==> src/pkg/smg_pkg.sv <==
// package: constants, carriers and state layout of the switch memory guard
// Notes on behaviour
// - user memory is 114K: 48K of ROM space plus 66K of RAM space
// - 48K of RAM is guardable in independent 8K blocks, plus the system area
// - switch 1 guards 4F00-4FFF; 2-4 and 5-7 guard 8000/A000/C000 of both RAM channels
// - with ROM fitted RAM channels become 3 and 4; switch per block unchanged
// - selected ranges are guarded only while the master protect key is on
// - RAM outside the switch map and the user work area are never guarded
// - system data area is 256 bytes at 4F00, guarded by switch 1
// - console select on: channel 1 is console; off: channel 3 is console
// - console select is sampled only after power-up or reset
// - at power-on copy channel 1 8000-80FF to 4F00-4FFF if enabled and signed
// - fixed pattern in channel 1 8000-8004 marks stored system data present
package smg_pkg;

    localparam int ROM_SPACE_KB   = 48;
    localparam int RAM_SPACE_KB   = 66;
    localparam int USER_MEMORY_KB = ROM_SPACE_KB + RAM_SPACE_KB;
    localparam int GUARD_BLOCK_KB = 8;

    localparam logic [15:0] SYS_AREA_BASE = 16'h4F00;
    localparam logic [7:0]  SYS_AREA_PAGE = 8'h4F;
    localparam int          SYS_AREA_LEN  = 256;
    localparam logic [2:0]  RAM_BLOCK_LO  = 3'h4;     // 8000-9FFF
    localparam logic [2:0]  RAM_BLOCK_HI  = 3'h6;     // C000-DFFF
    localparam logic [15:0] ROM_DATA_BASE = 16'h8000;
    localparam int          SIG_LEN       = 5;

    // channel codes on the memory bus: 0..3 stand for channels 1..4
    localparam logic [1:0] CHAN_ONE   = 2'h0;
    localparam logic [1:0] CHAN_TWO   = 2'h1;
    localparam logic [1:0] CHAN_THREE = 2'h2;
    localparam logic [1:0] CHAN_FOUR  = 2'h3;

    // filtered switch vector layout
    localparam int SW_GUARD0  = 0;   // system_area_guard_switch, guard switches 1..7 at 0..6
    localparam int SW_KEY     = 7;
    localparam int SW_CONSOLE = 8;
    localparam int SW_BOOT    = 9;
    localparam int SW_ROM     = 10;
    localparam int SW_WIDTH   = 11;

    localparam int SETTLE_CYCLES = 4;

    // register offsets (byte addresses)
    localparam logic [7:0] REG_STATUS  = 8'h00;
    localparam logic [7:0] REG_CONTROL = 8'h04;
    localparam logic [7:0] REG_BLOCKED = 8'h08;
    localparam logic [7:0] REG_LAST    = 8'h0C;

    // status fields above the switch image
    localparam int ST_CONSOLE = 11;
    localparam int ST_BOOTED  = 12;
    localparam int ST_SIGNED  = 13;
    localparam int ST_COPIED  = 14;
    localparam int CTL_CLEAR  = 0;

    typedef struct packed {
        logic        valid;
        logic        write;
        logic [1:0]  chan;
        logic [15:0] addr;
        logic [7:0]  wdata;
    } smg_req_s;

    typedef struct packed {
        logic       ack;
        logic       blocked;
        logic [7:0] rdata;
    } smg_rsp_s;

    typedef enum logic [2:0] {
        ST_SETTLE    = 3'b000,
        ST_SIG_READ  = 3'b001,
        ST_COPY_READ = 3'b010,
        ST_COPY_WRIT = 3'b011,
        ST_RUN       = 3'b100,
        ST_CPU_WAIT  = 3'b101
    } smg_state_e;

    typedef struct packed {
        logic [SW_WIDTH-1:0] sync1;
        logic [SW_WIDTH-1:0] sync2;
        logic [SW_WIDTH-1:0] sync3;
        logic [SW_WIDTH-1:0] sw;
        smg_state_e          state;
        logic [2:0]          settle;
        logic [7:0]          idx;
        logic [7:0]          copy_byte;
        logic                console;
        logic                signed_ok;
        logic                copied;
        smg_req_s            mem;
        smg_rsp_s            cpu;
        logic [31:0]         blocked_count;
        logic [17:0]         last_blocked;
        logic                apb_ready;
        logic [31:0]         prdata;
        logic                pslverr;
    } smg_regs_s;

endpackage : smg_pkg

==> src/verilog/smg_guard.sv <==
// switch memory guard: write blocking, console select and power-on system data copy
`timescale 1ns/1ps
`default_nettype none

module smg_guard #(
    parameter logic [8*smg_pkg::SIG_LEN-1:0] SIGNATURE = 40'h5A_A55A_A55A  // arbitrary marker
) (
    input  wire logic              CLOCK,
    input  wire logic              RST,
    // switches and jumpers, asynchronous to CLOCK
    input  wire logic [6:0]        GUARD_SWITCH,
    input  wire logic              PROTECT_KEY,
    input  wire logic              CONSOLE_SELECT_SWITCH,
    input  wire logic              BOOT_COPY_ENABLE_SWITCH,
    input  wire logic              ROM_FITTED,
    // processor side
    input  wire smg_pkg::smg_req_s CPU_REQ,
    output smg_pkg::smg_rsp_s      CPU_RSP,
    // memory side
    output smg_pkg::smg_req_s      MEM_REQ,
    input  wire smg_pkg::smg_rsp_s MEM_RSP,
    // console routing and boot status
    output logic                   SERIAL_CHANNEL_ONE_CONSOLE,
    output logic                   SERIAL_CHANNEL_THREE_CONSOLE,
    output logic                   BOOT_BUSY,
    // APB slave
    input  wire logic              PSEL,
    input  wire logic              PENABLE,
    input  wire logic              PWRITE,
    input  wire logic [7:0]        PADDR,
    input  wire logic [31:0]       PWDATA,
    output logic [31:0]            PRDATA,
    output logic                   PREADY,
    output logic                   PSLVERR
);

    smg_pkg::smg_regs_s s;
    smg_pkg::smg_regs_s next_s;

    // first or second RAM channel number as seen on the bus, shifted when ROM occupies 1 and 2
    function automatic logic [1:0] ram_chan(input logic rom, input logic second);
        logic [1:0] c;
        c = rom ? smg_pkg::CHAN_THREE : smg_pkg::CHAN_ONE;
        if (second) begin
            c = rom ? smg_pkg::CHAN_FOUR : smg_pkg::CHAN_TWO;
        end
        return c;
    endfunction : ram_chan

    // true when a write to chan/addr falls in an armed range
    function automatic logic guard_hit(
        input logic [smg_pkg::SW_WIDTH-1:0] sw,
        input logic [1:0]                   chan,
        input logic [15:0]                  addr
    );
        logic       hit;
        logic [1:0] blk;
        logic       rom;
        hit = 1'b0;
        blk = 2'(addr[15:13] - smg_pkg::RAM_BLOCK_LO);
        rom = sw[smg_pkg::SW_ROM];
        if (addr[15:8] == smg_pkg::SYS_AREA_PAGE) begin
            hit = sw[smg_pkg::SW_GUARD0];
        end else if (addr[15:13] >= smg_pkg::RAM_BLOCK_LO
                     && addr[15:13] <= smg_pkg::RAM_BLOCK_HI) begin
            // each 8K block keeps its own switch on either channel
            if (chan == ram_chan(rom, 1'b0)) begin
                hit = sw[smg_pkg::SW_GUARD0 + 1 + int'(blk)];
            end else if (chan == ram_chan(rom, 1'b1)) begin
                hit = sw[smg_pkg::SW_GUARD0 + 4 + int'(blk)];
            end
        end
        // anything else (work area, unmapped RAM) never guarded
        return hit && sw[smg_pkg::SW_KEY];
    endfunction : guard_hit

    logic [smg_pkg::SW_WIDTH-1:0] pins;
    logic                         apb_access;
    logic                         apb_commit;
    logic [31:0]                  rd_word;
    logic                         rd_err;
    logic                         blocked_now;
    logic                         clear_now;
    logic [7:0]                   sig_byte;

    assign pins = {ROM_FITTED, BOOT_COPY_ENABLE_SWITCH, CONSOLE_SELECT_SWITCH,
                   PROTECT_KEY, GUARD_SWITCH};

    always_comb begin
        next_s      = s;
        blocked_now = 1'b0;
        sig_byte    = SIGNATURE[8*(smg_pkg::SIG_LEN-1)-:8];

        // three-stage pin capture; a bit moves once stages two and three agree
        next_s.sync1 = pins;
        next_s.sync2 = s.sync1;
        next_s.sync3 = s.sync2;
        for (int i = 0; i < smg_pkg::SW_WIDTH; i++) begin
            if (s.sync2[i] == s.sync3[i]) begin
                next_s.sw[i] = s.sync3[i];
            end
        end

        next_s.cpu.ack     = 1'b0;
        next_s.cpu.blocked = 1'b0;

        case (s.state)
            smg_pkg::ST_SETTLE: begin
                // wait until the filtered switches reflect the pins
                if (s.settle == 3'(smg_pkg::SETTLE_CYCLES)) begin
                    next_s.console = s.sw[smg_pkg::SW_CONSOLE];
                    next_s.idx     = 8'h00;
                    if (s.sw[smg_pkg::SW_BOOT]) begin
                        next_s.state = smg_pkg::ST_SIG_READ;
                    end else begin
                        next_s.state = smg_pkg::ST_RUN;
                    end
                end else begin
                    next_s.settle = 3'(s.settle + 3'h1);
                end
            end
            smg_pkg::ST_SIG_READ: begin
                sig_byte = SIGNATURE[8*(smg_pkg::SIG_LEN-1-int'(s.idx[2:0]))+:8];
                if (!s.mem.valid) begin
                    next_s.mem.valid = 1'b1;
                    next_s.mem.write = 1'b0;
                    next_s.mem.chan  = smg_pkg::CHAN_ONE;
                    next_s.mem.addr  = smg_pkg::ROM_DATA_BASE + {8'h00, s.idx};
                end else if (MEM_RSP.ack) begin
                    next_s.mem.valid = 1'b0;
                    if (MEM_RSP.rdata != sig_byte) begin
                        next_s.state = smg_pkg::ST_RUN;
                    end else if (s.idx == 8'(smg_pkg::SIG_LEN - 1)) begin
                        next_s.signed_ok = 1'b1;
                        next_s.idx       = 8'h00;
                        next_s.state     = smg_pkg::ST_COPY_READ;
                    end else begin
                        next_s.idx = 8'(s.idx + 8'h01);
                    end
                end
            end
            smg_pkg::ST_COPY_READ: begin
                if (!s.mem.valid) begin
                    next_s.mem.valid = 1'b1;
                    next_s.mem.write = 1'b0;
                    next_s.mem.chan  = smg_pkg::CHAN_ONE;
                    next_s.mem.addr  = smg_pkg::ROM_DATA_BASE + {8'h00, s.idx};
                end else if (MEM_RSP.ack) begin
                    next_s.mem.valid = 1'b0;
                    next_s.copy_byte = MEM_RSP.rdata;
                    next_s.state     = smg_pkg::ST_COPY_WRIT;
                end
            end
            smg_pkg::ST_COPY_WRIT: begin
                // the copy itself bypasses the guard: it is how the area gets filled
                if (!s.mem.valid) begin
                    next_s.mem.valid = 1'b1;
                    next_s.mem.write = 1'b1;
                    next_s.mem.chan  = ram_chan(s.sw[smg_pkg::SW_ROM], 1'b0);
                    next_s.mem.addr  = smg_pkg::SYS_AREA_BASE + {8'h00, s.idx};
                    next_s.mem.wdata = s.copy_byte;
                end else if (MEM_RSP.ack) begin
                    next_s.mem.valid = 1'b0;
                    if (s.idx == 8'(smg_pkg::SYS_AREA_LEN - 1)) begin
                        next_s.copied = 1'b1;
                        next_s.state  = smg_pkg::ST_RUN;
                    end else begin
                        next_s.idx   = 8'(s.idx + 8'h01);
                        next_s.state = smg_pkg::ST_COPY_READ;
                    end
                end
            end
            smg_pkg::ST_RUN: begin
                // a request is taken while valid and no ack is showing
                if (CPU_REQ.valid && !s.cpu.ack) begin
                    if (CPU_REQ.write && guard_hit(s.sw, CPU_REQ.chan, CPU_REQ.addr)) begin
                        next_s.cpu.ack     = 1'b1;
                        next_s.cpu.blocked = 1'b1;
                        next_s.cpu.rdata   = 8'h00;
                        next_s.last_blocked = {CPU_REQ.chan, CPU_REQ.addr};
                        blocked_now         = 1'b1;
                    end else begin
                        next_s.mem   = CPU_REQ;
                        next_s.state = smg_pkg::ST_CPU_WAIT;
                    end
                end
            end
            smg_pkg::ST_CPU_WAIT: begin
                if (MEM_RSP.ack) begin
                    next_s.mem.valid = 1'b0;
                    next_s.cpu.ack   = 1'b1;
                    next_s.cpu.rdata = MEM_RSP.rdata;
                    next_s.state     = smg_pkg::ST_RUN;
                end
            end
            default: begin
                next_s.mem.valid = 1'b0;
                next_s.state     = smg_pkg::ST_RUN;
            end
        endcase

        // APB: one wait state, data latched when pready is raised
        apb_access = PSEL && PENABLE;
        apb_commit = apb_access && s.apb_ready;
        rd_word    = 32'h0000_0000;
        rd_err     = 1'b0;
        case (PADDR)
            smg_pkg::REG_STATUS: begin
                rd_word[smg_pkg::SW_WIDTH-1:0] = s.sw;
                rd_word[smg_pkg::ST_CONSOLE]   = s.console;
                rd_word[smg_pkg::ST_BOOTED]    = s.state[2];
                rd_word[smg_pkg::ST_SIGNED]    = s.signed_ok;
                rd_word[smg_pkg::ST_COPIED]    = s.copied;
            end
            smg_pkg::REG_CONTROL: begin
                rd_word = 32'h0000_0000;
            end
            smg_pkg::REG_BLOCKED: begin
                rd_word = s.blocked_count;
            end
            smg_pkg::REG_LAST: begin
                rd_word[17:0] = s.last_blocked;
            end
            default: begin
                rd_err = 1'b1;
            end
        endcase
        next_s.apb_ready = apb_access && !s.apb_ready;
        if (apb_access && !s.apb_ready) begin
            next_s.prdata  = PWRITE ? 32'h0000_0000 : rd_word;
            next_s.pslverr = rd_err;
        end
        clear_now = apb_commit && PWRITE && PADDR == smg_pkg::REG_CONTROL
                    && PWDATA[smg_pkg::CTL_CLEAR];
        // a blocked write in the clear cycle still counts
        if (blocked_now) begin
            next_s.blocked_count = clear_now ? 32'h0000_0001 : 32'(s.blocked_count + 32'h1);
        end else if (clear_now) begin
            next_s.blocked_count = 32'h0000_0000;
        end
    end

    always_ff @(posedge CLOCK) begin
        if (RST) begin
            s <= '0;
        end else begin
            s <= next_s;
        end
    end

    assign CPU_RSP                      = s.cpu;
    assign MEM_REQ                      = s.mem;
    assign SERIAL_CHANNEL_ONE_CONSOLE   = s.console;
    assign SERIAL_CHANNEL_THREE_CONSOLE = !s.console;
    assign BOOT_BUSY                    = !s.state[2];
    assign PRDATA                       = s.prdata;
    assign PREADY                       = s.apb_ready;
    assign PSLVERR                      = s.pslverr;

endmodule : smg_guard

`default_nettype wire

==> config.mk <==
export PLATFORM = sky130hd
export DESIGN_NAME = smg_guard
export DESIGN_NICKNAME = d
export VERILOG_FILES = /design/src/pkg/smg_pkg.sv /design/src/verilog/smg_guard.sv
export SDC_FILE = /design/constraint.sdc
export NUM_CORES = 1
export LEC_CHECK = 0
export ABC_AREA = 1
export BUFFER_PORTS_ARGS = -buffer_cell sky130_fd_sc_hd__buf_2
export CORE_UTILIZATION = 40
export CTS_CLUSTER_SIZE = 14
export DETAILED_ROUTE_END_ITERATION = 10
export PLACE_DENSITY = 0.67
export SLEW_MARGIN = 20
export SYNTH_ARGS = -nofsm -noshare
export SYNTH_HDL_FRONTEND = slang
export SYNTH_SLANG_ARGS = --single-unit
==> constraint.sdc <==
create_clock -name CLOCK -period 2.5 [get_ports CLOCK]
set_input_delay 0.75 -clock CLOCK [delete_from_list [all_inputs] [get_ports CLOCK]]
set_output_delay 0.75 -clock CLOCK [all_outputs]
set_load 0.05 [all_outputs]
==> qor.yml, run 1 <==
hold_path:
  hold_class: "reg2reg"
yosys:
  synth_edf_count: 0
  synth_common_cells: "nand2_1 (361), nor2_1 (202), inv_1 (197)"
  syn_nets: 1552
  yosysMostFrequentCell: "nand2_1"
  ys.flop_type: "dfxtp_1"
  synth_top_cell_by_area: "dfxtp_1"
  ys_seq_area_share_pct: 39.1
  syn_area_per_cell_um2: 6.73
  yosysUniqueCellTypes: 41
  yosysWarnings: 0
  synthArstFlopShare_pct: 0
  netlist_area_um2: 9770
  synth.ff_latch_count: 191
  synth_top_area_share_pct: 39.1
  synthTopCellsByArea: "dfxtp_1 (39%), nand2_1 (14%), nor2_1 (7.8%), inv_1 (7.6%), buf_4 (5.6%)"
  synth_cells: 1451
placed_design:
  io_buffers: 136
  gp_congestion: 0.939
  place_hpwl_um: 19100
  place_area_um2: 10400
  dp_slack_ns: -0.0744
die:
  die_w_um: 158
  die_height_um: 158
  core_area_um2: 23700
  dieArea_um2: 25000
  start_util_pct: 41.2
  rows: 56
  ioPinCount: 169
clock_tree:
  clockRootBuffer: "clkbuf_16"
  cts.sinks: 191
  cts_buffer_depth: 2
  tritoncts: "built"
  hold_buffers: 0
  htree_levels: 4
  cts_made_buffers: 17
  clkTransAtPathRegs_ns: 0.08
  cts-resized-gates: 0
  clkLatencyLatePin_ns: 0.45
  post-cts-setup-buffers: 0
worst_setup_path:
  cp_common_cell: "nand2_1"
  path_max_fanout: 9
  worstPathRequired_ns: 2.88
  slowest_delay_ns: 0.44
  cp-end-kind: "register"
  crit_type: "reg2reg"
  crit_arrival_ns: 2.50
  cp_top_family: "simple AND/OR/NAND/NOR gates"
  crit_buf_inv: 1
  startpoint_type: "register"
  critPathSlowestCell: "dfxtp_1"
  cp_cell_sequence: "ha_1, nand2_1, nor2_1, nand2_1, nor2_1, nand2_1, nor2_2, nor2_1, nand2_2, inv_2, nand2_1, nand2_1, a21oi_1"
power:
  power.switching_mw: 3.27
  pwr-share-clk_pct: 32.2
  netSwitchingFraction_pct: 37.4
  p_seq_share_pct: 39.1
  p_leak_nw: 4.87
  p_per_area_nw_per_um2: 793
  power_frac_comb_pct: 28.7
  internal-power_mw: 5.47
  peakVddDrop_v: 0.000442
sta:
  min_period_ns: 2.12
  slew_viol_final: 0
  layout_setup_ws_ns: 0.382
  worstMarginPinSlew_ns: 0.481
  rsz0062_at_grt: "false"
  skew_ns: 0.0111
  fmax_ghz: 0.472
  whs_ns: 0.403
  relSlewSlack_pct: 67.8
  hold_viol_final: 0
  post-route-period-util_pct: 84.7
  setup_violations: 0
cells_and_area:
  multi_input_area_um2: 4330
  final_net_count: 1619
  final_util_pct: 46.6
  nFillCells: 2472
  drive_above_1_share_pct: 16.0
  stdcell_area_um2: 11000
  ff_latch_area_um2: 3820
  area_growth_pct: 13.0
route:
  num_vias: 9003
  avgRoutedWirePerCell_um: 13.9
  drcViolationCount: 0
  post_drt_via_cell_ratio: 4.86
  drtPass1Iterations: 7
  wirelength_um: 25700
  ant_nets: 0
  first_iter_violations: 705
global_route:
  grt_pass1_wl_um: 41000
  grt_start_max_net_pins: 63
  grt_overflow: 0
  track_usage_pct: 21.1
  grt_pass1_vias: 8019
  antenna_found_initial: 2
status:
  status: "finished clean"
job:
  cap_violations: 0
[per-layer routing]
layer | up-vias | track usage [%] | wire (µm)
met5 | - | 0 | 8
met4 | 2 | 6.41 | 403
met2 | 293 | 31.6 | 10900
li1 | 4647 | - | -
met1 | 4034 | 30.3 | 12700
met3 | 27 | 3.89 | 1670
[per-stage QoR]
step	TNS (ns)	cells	total power [mW]
6_report	0	1851	8.75
5_1_grt	0	1851	9.22
4_1_cts	0	1850	8.80
3_5_place_dp	-1.26	1818	5.97
3_3_place_gp	-0.340	1818	5.95
2_1_floorplan	0	1451	5.57
[cell families (layout without fill, tap and decap cells)]
group / Yosys count / after routing / synth area share [%]
XOR/XNOR: 7 / 7 / 0.628
AND/OR/NAND/NOR: 727 / 727 / 31.9
adder cells (fa/ha/maj): 7 / 7 / 0.897
other: 0 / 1 / 0
flip-flops: 191 / 191 / 39.1
buffers and inverters: 336 / 416 / 16.5
AO/OA/AOI/OAI: 183 / 183 / 10.9
[tightest hold or removal path, cell delays in order (launching register included)]
cell and delay [ns]:
dfxtp_1 0.30, inv_1 0.04, nor2_1 0.03
[power groups by stage]
| stage | clock network, mW | logic [mW] | registers [mW] |
|---|---|---|---|
| final | 2.82 | 2.51 | 3.42 |
| after global routing | 3.01 | 2.77 | 3.45 |
| after CTS | 2.88 | 2.50 | 3.42 |
| after detailed placement | 0 | 2.48 | 3.49 |
| after global placement | 0 | 2.47 | 3.48 |
| after floorplan | 0 | 2.10 | 3.46 |
[layout by cell type (no fill, tap or decap), drive strengths merged, types with 11 or more instances in the layout]
cell and n:
nand3 80, o21ai 45, buf 175, nor3 11
dfxtp 191, clkbuf 17, o211ai 18, a22oi 18
inv 214, a21oi 93, nand2 367, nor2 209
nand4 50
[sequential cells by signal, summed over array words and instances, names as in the netlist]
signal / cells
PSLVERR: 1
s: 96
next_s: 22
PRDATA: 32
CPU_RSP: 10
SERIAL_CHANNEL_ONE_CONSOLE: 1
PREADY: 1
MEM_REQ: 28
[worst paths after layout]
| path | startpoint | end | slack, ns | depth (start not counted) |
|---|---|---|---|---|
| hold reg to reg | next_s[175] | next_s[164] | 0.40 | 2 |
| setup reg to reg | s[133] | s[133] | 0.38 | 13 |
| hold / removal | next_s[175] | next_s[164] | 0.40 | 2 |
| setup / recovery | s[133] | s[133] | 0.38 | 13 |
[layout make-up]
class / instances / share of cell area, %
multi-input cells: 924 / 39.2
flip-flops and latches: 191 / 34.6
repair buffers: 175 / 9.73
inverters: 209 / 7.18
clock buffers: 17 / 3.85
well taps: 319 / 3.62
clock inverters: 15 / 1.73
diodes: 1 / 0.0227
Power figures use the tool's default switching activity.
==> inputs of run 2 (changes only) <==
==> constraint.sdc (replaced) <==
create_clock -name CLOCK -period 2.2 [get_ports CLOCK]
set_input_delay 0.66 -clock CLOCK [delete_from_list [all_inputs] [get_ports CLOCK]]
set_output_delay 0.66 -clock CLOCK [all_outputs]
set_load 0.05 [all_outputs]
==> qor.yml, run 2 (synthesized netlist as in run 1, its figures left out) <==
sta:
  rsz0062_at_grt: "false"  # unchanged
  hold_viol_final: 0  # unchanged
  relSlewSlack_pct: 63.2  # was 67.8%
  layout_setup_ws_ns: 0.191  # was 0.382 ns
  worstMarginPinSlew_ns: 0.553  # was 0.481 ns
  fmax_ghz: 0.498  # was 0.472 GHz
  post-route-period-util_pct: 91.3  # was 84.7%
  min_period_ns: 2.01  # was 2.12 ns
  tns_ns: 0  # unchanged
  slew_viol_final: 0  # unchanged
  whs_ns: 0.399  # was 0.403 ns
  setup_violations: 0  # unchanged
  skew_ns: 0.0109  # was 0.0111 ns
cells_and_area:
  final_cell_mix: "nand2_1 (361), nor2_1 (200), inv_1 (196)"  # was nand2_1 (361), nor2_1 (202), inv_1 (196)
  drive_above_1_share_pct: 17.6  # was 16.0%
  area_growth_pct: 15.0  # was 13.0%
  final_cell_count_no_fill: 1876  # was 1851
  largest_register: "s"  # unchanged
  nFillCells: 2436  # was 2472
  final_common_cell: "nand2_1"  # unchanged
  ff_latch_area_um2: 3820  # about the same
  largest_reg_flops: 96  # unchanged
  multi_input_area_um2: 4350  # was 4330 µm²
  stdcell_area_um2: 11200  # was 11000 µm²
  final_util_pct: 47.4  # was 46.6%
  final_net_count: 1643  # was 1619
worst_setup_path:
  rr_startpoint: "s[134]"  # was s[133]
  startpoint_type: "register"  # unchanged
  cp-end-kind: "register"  # unchanged
  crit_type: "reg2reg"  # unchanged
  path_max_fanout: 8  # was 9
  r2r-end: "s[133]"  # unchanged
  r2r.worst_path.cells: 13  # unchanged
  crit_arrival_ns: 2.38  # was 2.50 ns
  worstPathRequired_ns: 2.57  # was 2.88 ns
  ff2ff_setup_slack_ns: 0.19  # was 0.38 ns
power:
  fin_total_pwr_mw: 9.83  # was 8.75 mW
  peakVddDrop_v: 0.000586  # was 0.000442 V
  p_per_area_nw_per_um2: 875  # was 793 nW/µm²
  p_leak_nw: 4.99  # was 4.87 nW
global_route:
  grt_pass1_wl_um: 41400  # was 41000 µm
  grt_start_max_net_pins: 50  # was 63
  antenna_found_initial: 2  # unchanged
  track_usage_pct: 21.3  # was 21.1%
  grt_pass1_vias: 8227  # was 8019
  grt_overflow: 0  # unchanged
clock_tree:
  cts_made_buffers: 17  # unchanged
  clockRootBuffer: "clkbuf_16"  # unchanged
  clkLatencyLatePin_ns: 0.44  # was 0.45 ns
  tritoncts: "built"  # unchanged
  htree_levels: 4  # unchanged
  cts.sinks: 191  # unchanged
  clkTransAtPathRegs_ns: 0.08  # about the same
  cts_buffer_depth: 2  # unchanged
route:
  first_iter_violations: 804  # was 705
  post_drt_via_cell_ratio: 4.86  # about the same
  drtPass1Iterations: 5  # was 7
  dr_wl_met3_um: 1620  # was 1670 µm
  met1Wirelength_um: 12900  # was 12700 µm
  avgRoutedWirePerCell_um: 13.8  # was 13.9 µm
  highest_layer: "met5"  # unchanged
  ant_nets: 0  # unchanged
  num_vias: 9125  # was 9003
  wl_met2_um: 10800  # was 10900 µm
  wirelength_um: 25800  # was 25700 µm
  drcViolationCount: 0  # unchanged
die:
  die_height_um: 158  # unchanged
  core_area_um2: 23700  # unchanged
  dieArea_um2: 25000  # unchanged
  rows: 56  # unchanged
  start_util_pct: 41.2  # unchanged
  die_w_um: 158  # unchanged
  ioPinCount: 169  # unchanged
hold_path:
  min_to: "next_s[162]"  # was next_s[164]
  hold_class: "reg2reg"  # unchanged
  holdPathStages: 2  # unchanged
  hp-start: "next_s[173]"  # was next_s[175]
status:
  status: "finished clean"  # unchanged
placed_design:
  dp_slack_ns: -0.166  # was -0.0744 ns
  gp_congestion: 0.899  # was 0.939
  io_buffers: 136  # unchanged
  place_area_um2: 10600  # was 10400 µm²
  place_hpwl_um: 19300  # was 19100 µm
  dp_cells: 1840  # was 1818
job:
  cap_violations: 0  # unchanged
## run 2: changes by cell type in the layout (fill, tap and decap cells not counted), sizes merged
cell and delta:
clkinvlp -1, bufinv -1, inv +2, diode +1
buf +24
## run 2: report_power, final
group	internal [mW]	total, mW	switching (mW)
Combinational	0.865	2.88	2.01
Clock	1.52	3.08	1.55
Sequential	3.72	3.88	0.158
## run 2: routing by layer
metal  track usage [%]  vias up
met3              3.54       36
met5                 0        -
li1                  -     4709
met1              30.3     4070
met2              31.7      308
met4              8.24        2
## run 2: how the worst max path moves through the flow
| stage | startpoint | to | slack, ns | cells past startpoint |
|---|---|---|---|---|
| after floorplan | CPU_REQ[21] | s[62] | 0.02 | 16 |
| after global placement | CPU_REQ[21] | CPU_RSP[4] | -0.12 | 14 |
| after detailed placement | CPU_REQ[21] | CPU_RSP[2] | -0.17 | 14 |
| after CTS | s[133] | s[133] | 0.09 | 13 |
| after global routing | s[134] | s[134] | 0.03 | 13 |
| final | s[134] | s[133] | 0.19 | 13 |
## run 2: timing repair
action	4_1_cts	5_1_grt
hold buffers	0	0
endpoints found under the setup margin	0	8
setup buffers	0	2
gates resized for setup	0	3
## run 2: final cells by class
cell class              count  share of cell area, %
repair buffers            199                   11.4
multi-input cells         924                   38.7
diodes                      2                 0.0446
inverters                 209                   7.05
clock buffers              17                   3.79
flip-flops and latches    191                   34.0
clock inverters            15                   1.45
well taps                 319                   3.55
## run 2: critical path: stages (launching register included)
cell     delay, ns
dfxtp_1       0.39
ha_1          0.19
nand2_1       0.09
nor2_2        0.15
nand2_1       0.07
nor2_1        0.14
nand2_1       0.14
nor2_2        0.18
nor2_1        0.07
nand2_2       0.10
inv_2         0.09
nand2_1       0.07
nand2_1       0.13
a21oi_1       0.14
